### config.mk
export PLATFORM = sky130hd
export DESIGN_NAME = rtgo_option_reg
export DESIGN_NICKNAME = d
export VERILOG_FILES = /design/src/rtgo_pkg.sv /design/src/rtgo_option_reg.sv
export SDC_FILE = /design/constraint.sdc
export NUM_CORES = 1
export LEC_CHECK = 0
export BUFFER_PORTS_ARGS = -buffer_cell sky130_fd_sc_hd__buf_2
export CAP_MARGIN = 15
export CORE_UTILIZATION = 38
export DETAILED_ROUTE_END_ITERATION = 8
export GPL_ROUTABILITY_DRIVEN = 0
export PLACE_DENSITY = 0.78
export RECOVER_POWER = 100
export SLEW_MARGIN = 20
export SYNTH_ARGS = -nofsm -noshare
export SYNTH_HDL_FRONTEND = slang
export SYNTH_SLANG_ARGS = --single-unit
### constraint.sdc
create_clock -name core_clk -period 0.8 [get_ports core_clk]
set_input_delay 0.04 -clock core_clk [delete_from_list [all_inputs] [get_ports core_clk]]
set_output_delay 0.04 -clock core_clk [all_outputs]
set_load 0.005 [all_outputs]
### src/rtgo_pkg.sv
// Package of constants and carrier types for the remote terminal global option register.
package rtgo_pkg;
  localparam logic [15:0] RTGO_OPT_ADDR = 16'h004d;
  localparam logic [15:0] RTGO_OPT_RESET = 16'h0000;
  localparam logic [15:0] RTGO_OPT_WMASK = 16'h003f;
  localparam int RTGO_BIT13_SEL_POS = 3;
  localparam int RTGO_BUSY_RPT_POS = 2;
  localparam int RTGO_PTR_HOLD_POS = 1;
  localparam int RTGO_OPT0_POS = 0;
  localparam int RTGO_INFO_FLAG_POS = 13;
  localparam int RTGO_BUSY_SEEN_POS = 9;
  localparam int RTGO_PEND_RSVD_POS = 9;

  // One host access to the register space, taken in one cycle.
  typedef struct packed {
    logic wr;
    logic rd;
    logic [15:0] addr;
    logic [15:0] wdata;
  } rtgo_acc_s;

  // One enabled interrupt event with its event flags.
  typedef struct packed {
    logic valid;
    logic [15:0] flags;
  } rtgo_event_s;

  // One message information word to be stored, with both candidate bit 13 sources.
  typedef struct packed {
    logic valid;
    logic gap_error;
    logic broadcast;
    logic [15:0] word;
  } rtgo_info_s;

  // One log buffer write.
  typedef struct packed {
    logic write;
    logic [15:0] word;
  } rtgo_log_s;
endpackage

### src/rtgo_option_reg.sv
// Remote terminal global option register and the option effects it steers.
// Contract
// - Option register at word offset 0x004D; only low bits carry options, 15..6 unused.
// - Bit 3 zero: info word bit 13 reports gap error.
// - Bit 3 one: info word bit 13 reports broadcast.
// - Busy report on and terminal busy: logged identity word gets bit 9 set.
// - Busy report on, not busy: only event flags logged, bit 9 zero.
// - Busy report off: logged bit 9 always zero.
// - Log entries only for enabled events; busy alone causes nothing.
// - Busy report never touches pending register; its bit 9 stays reserved.
// - Register holds zero after reset; all options start disabled.
module rtgo_option_reg (
  input wire logic core_clk, // Device clock.
  input wire logic rst_n, // Asynchronous reset, active low.
  input wire logic ce, // Clock enable; all state holds while low.
  input wire rtgo_pkg::rtgo_acc_s acc, // Host register access.
  output logic [15:0] acc_rdata, // Read data, valid the cycle after a read.
  input wire logic term_busy, // Terminal Busy status.
  input wire rtgo_pkg::rtgo_event_s evt, // Enabled interrupt event.
  output rtgo_pkg::rtgo_log_s log_out, // Log buffer write.
  input wire rtgo_pkg::rtgo_info_s info_in, // Message information word in.
  output rtgo_pkg::rtgo_info_s info_out, // Message information word out.
  input wire logic [15:0] pend_in, // Pending interrupt word from event logic.
  output logic [15:0] pend_out, // Pending interrupt word as read by the host.
  output logic ptr_hold_enable, // Option bit 1, for the buffer pointer logic.
  output logic opt0 // Option bit 0, for its user.
);
  import rtgo_pkg::*;

  logic [15:0] opt;
  logic [15:0] next_opt;
  logic [15:0] next_rdata;
  logic hit;

  assign hit = (acc.addr == RTGO_OPT_ADDR);

  always_comb
  begin
    next_opt = opt;
    next_rdata = acc_rdata;
    if (acc.wr && hit)
    begin
      // Bits 5 and 4 are stored as written; keeping them clear is software's job.
      next_opt = acc.wdata & RTGO_OPT_WMASK;
    end
    if (acc.rd)
    begin
      next_rdata = hit ? (opt & RTGO_OPT_WMASK) : 16'h0000;
    end
  end

  always_ff @(posedge core_clk or negedge rst_n)
  begin
    if (!rst_n)
    begin
      opt <= RTGO_OPT_RESET;
      acc_rdata <= 16'h0000;
    end
    else if (ce)
    begin
      opt <= next_opt;
      acc_rdata <= next_rdata;
    end
  end

  assign ptr_hold_enable = opt[RTGO_PTR_HOLD_POS];
  assign opt0 = opt[RTGO_OPT0_POS];

  rtgo_log_s next_log;
  rtgo_info_s next_info;
  logic [15:0] next_pend;

  always_comb
  begin
    next_log.write = evt.valid;
    next_log.word = evt.flags;
    // Busy status only decorates an entry; it never creates one.
    next_log.word[RTGO_BUSY_SEEN_POS] = evt.valid && opt[RTGO_BUSY_RPT_POS]
      && term_busy;
    if (!evt.valid)
    begin
      next_log.word = log_out.word;
    end
    next_info = info_in;
    next_info.word[RTGO_INFO_FLAG_POS] = opt[RTGO_BIT13_SEL_POS] ? info_in.broadcast
      : info_in.gap_error;
    if (!info_in.valid)
    begin
      next_info = info_out;
      next_info.valid = 1'b0;
    end
    next_pend = pend_in;
    next_pend[RTGO_PEND_RSVD_POS] = 1'b0;
  end

  always_ff @(posedge core_clk or negedge rst_n)
  begin
    if (!rst_n)
    begin
      log_out <= '0;
      info_out <= '0;
      pend_out <= 16'h0000;
    end
    else if (ce)
    begin
      log_out <= next_log;
      info_out <= next_info;
      pend_out <= next_pend;
    end
  end
endmodule

==> flow_summary.ini <==
[run_status]
outcome = finished, violations left
violations = design-rule violations, negative setup slack

[sta]
fin_crit_ns = 0.967
holdWs_ns = 0.113
setup_viol = 72
fmax_mhz = 1030
grt_setup_unrepaired = true
hold_viol = 0
final.setup.tns_ns = -5.57
drv_slew = 0
skew_ns = 0.00653
finalCritPeriodShare_pct = 121
worst_slack_ns = -0.167

[pwr]
vdd_ir_drop_max_mv = 0.959
p_clk_share_pct = 34.3
comb_power_share_pct = 18.4
p_leak_uw = 0.00220
sw_frac_of_total_pct = 23.8
pwr-share-seq_pct = 47.3
power-per-cell-area_mw_per_mm2 = 1830
p_int_uw = 5930
p_sw_uw = 1850

[die]
fp.coreArea_mm2 = 0.00642
rows = 29
start_util_pct = 39.8
die_y_um = 84.0
die_area_mm2 = 0.00706
pin_count = 160
fp.dieW_um = 84.0

[clock_network]
cts.sinks = 63
insertion_delay_ns = 0.33
path_clk_slew_ns = 0.06
cts.htree.levels = 3
cts_max_path_buffers = 2
cts_inserted_buffers = 9
cts_root_buffer = clkbuf_8
cts_tree = built

[routing]
wl_um = 6620
vias = 2057
dr.pass1.iters = 8
post-route-drc-count = 20
drt-wirelength-per-cell_um = 14.5
drtAntennaViolNets = 0
drt_iter0_markers = 86
via_per_inst = 4.52

[worst_setup_path]
path_cells = buf_6 > nor4_4 > nand4_4 > nor2_8 > mux2_4
path_max_fanout = 6
start_kind = input port
worst-setup-path-type = input port to register
max_stage_delay_ns = 0.32
arrival_ns = 1.18
crit_slowest_cell = nor4_4
setup.worst_path.end_class = register
required_ns = 1.01

[global_route]
grt_pass1_wl_um = 10800
grt_overflow = 0
antenna_found_initial = 0
track_usage_pct = 20.0
grt_pass1_vias = 2288
grt_start_max_net_pins = 64

[placement]
place_hpwl_um = 3910
io_buffer_count = 135
pre_cts_slack_ns = -0.518
dpl_cell_area_mm2 = 0.00335

[yosys]
ys_seq_area_share_pct = 61.6
synth_seq_cells = 63
synthesis.area_mm2 = 0.00256
synth.distinct_cells = 19
yosys_warnings = 0
avgSynthCellArea_um2 = 16.0
synth_cells = 160

[layout]
nets = 463
final_cell_mix = 130 x buf_2, 63 x dfrtp_1, 55 x dlygate4sd3_1, 29 x mux2_2, 18 x mux2_4
design_area_mm2 = 0.00424
drive_above_1_share_pct = 58.7
area_growth_pct = 65.9
layout_commonest_cell = buf_2
antenna_cells = 0

[worst_hold_path]
hp-class = input port to register

[job]
cap_violations = 0
cell usage after synthesis (all sizes together):
cell type | instances | area, um^2
a22o | 6 | 52.6
and4bb | 1 | 12.5
buf | 16 | 108
conb | 1 | 3.75
dfrtp | 63 | 1580
inv | 2 | 7.51
mux2 | 53 | 619
mux2i | 1 | 10.0
nand2 | 7 | 26.3
nand4 | 1 | 21.3
nor2 | 2 | 31.3
nor4 | 1 | 21.3
nor4b | 2 | 47.6
o21ai | 4 | 20.0
sequential cells by signal (all words and copies together), names as in the netlist:
name,cells
acc_rdata,6
info_out,19
log_out,17
opt,6
pend_out,15
area by class of cell:
type,count,area [um^2]
inverters,2,7.51
clock buffers,12,145
multi-input cells,89,958
well taps,77,96.3
flip-flops and latches,63,1580
repair buffers,208,1420
fillers,481,2180
clock inverters,4,45.0
cells by family (layout without fill, tap and decap cells):
logic type / after synthesis / in the layout / synth area share, %
DFF: 63 / 63 / 61.6
muxes: 54 / 54 / 24.6
buffers and inverters: 18 / 226 / 4.50
and+or+nand+nor: 14 / 14 / 6.26
AOI/OAI and AO/OA: 10 / 10 / 2.84
other: 1 / 11 / 0.147
through the flow:
stage               util (%)  power (uW)  instances
floorplan                  -        4200        170
global placement        52.2        4800        373
detailed placement      52.2        4840        373
CTS                     65.1        7770        453
global route            66.1        8200        455
finish                  66.1        7780        455
per-layer routing:
metal | part of all wire, % | up-vias | GRT usage [%]
met5 | 0 | - | 0
met4 | 0.86 | 0 | 6.58
met3 | 5.8 | 8 | 6.23
met2 | 55 | 79 | 37.1
met1 | 39 | 1001 | 21.4
li1 | - | 969 | -
power by group through the flow:
stage               Sequential [uW]  Clock (uW)  Combinational [uW]
floorplan                      3760           0                 443
finish                         3680        2670                1430
global placement               3710           0                1090
detailed placement             3730           0                1110
global route                   3720        2920                1560
CTS                            3680        2750                1340
worst max-delay path: cells and delay by family:
| family | cells | cell delay [ns] |
|---|---|---|
| AND/OR/NAND/NOR | 3 | 0.71 |
| multiplexers | 1 | 0.32 |
| buffers and inverters | 1 | 0.10 |
path summary, 6_finish.rpt:
path | start | end | slack (ns) | cells after the start
max in group asynchronous | rst_n | log_out[8]$_DFFE_PN0P_ | 0.11 | 3
worst min register to register | info_out[8]$_DFFE_PN0P_ | info_out[8]$_DFFE_PN0P_ | 0.49 | 1
worst min-delay path | evt[16] | log_out[16]$_DFFE_PN0P_ | 0.11 | 4
worst max register to register | opt[1]$_DFFE_PN0P_ | opt[1]$_DFFE_PN0P_ | -0.11 | 2
worst max-delay path | acc[29] | opt[5]$_DFFE_PN0P_ | -0.17 | 5
min in group asynchronous | rst_n | acc_rdata[0]$_DFFE_PN0P_ | 0.33 | 3
what timing repair did:
action | CTS | global route
hold buffers | 55 | 0
setup endpoints to repair | 71 | 83
pin swaps | 4 | 8
gates resized for setup | 4 | 16
setup buffers | 9 | 3
cloned | 0 | 0
hold endpoints to repair | 117 | 0
No activity file was read; power rests on OpenSTA's default activity.
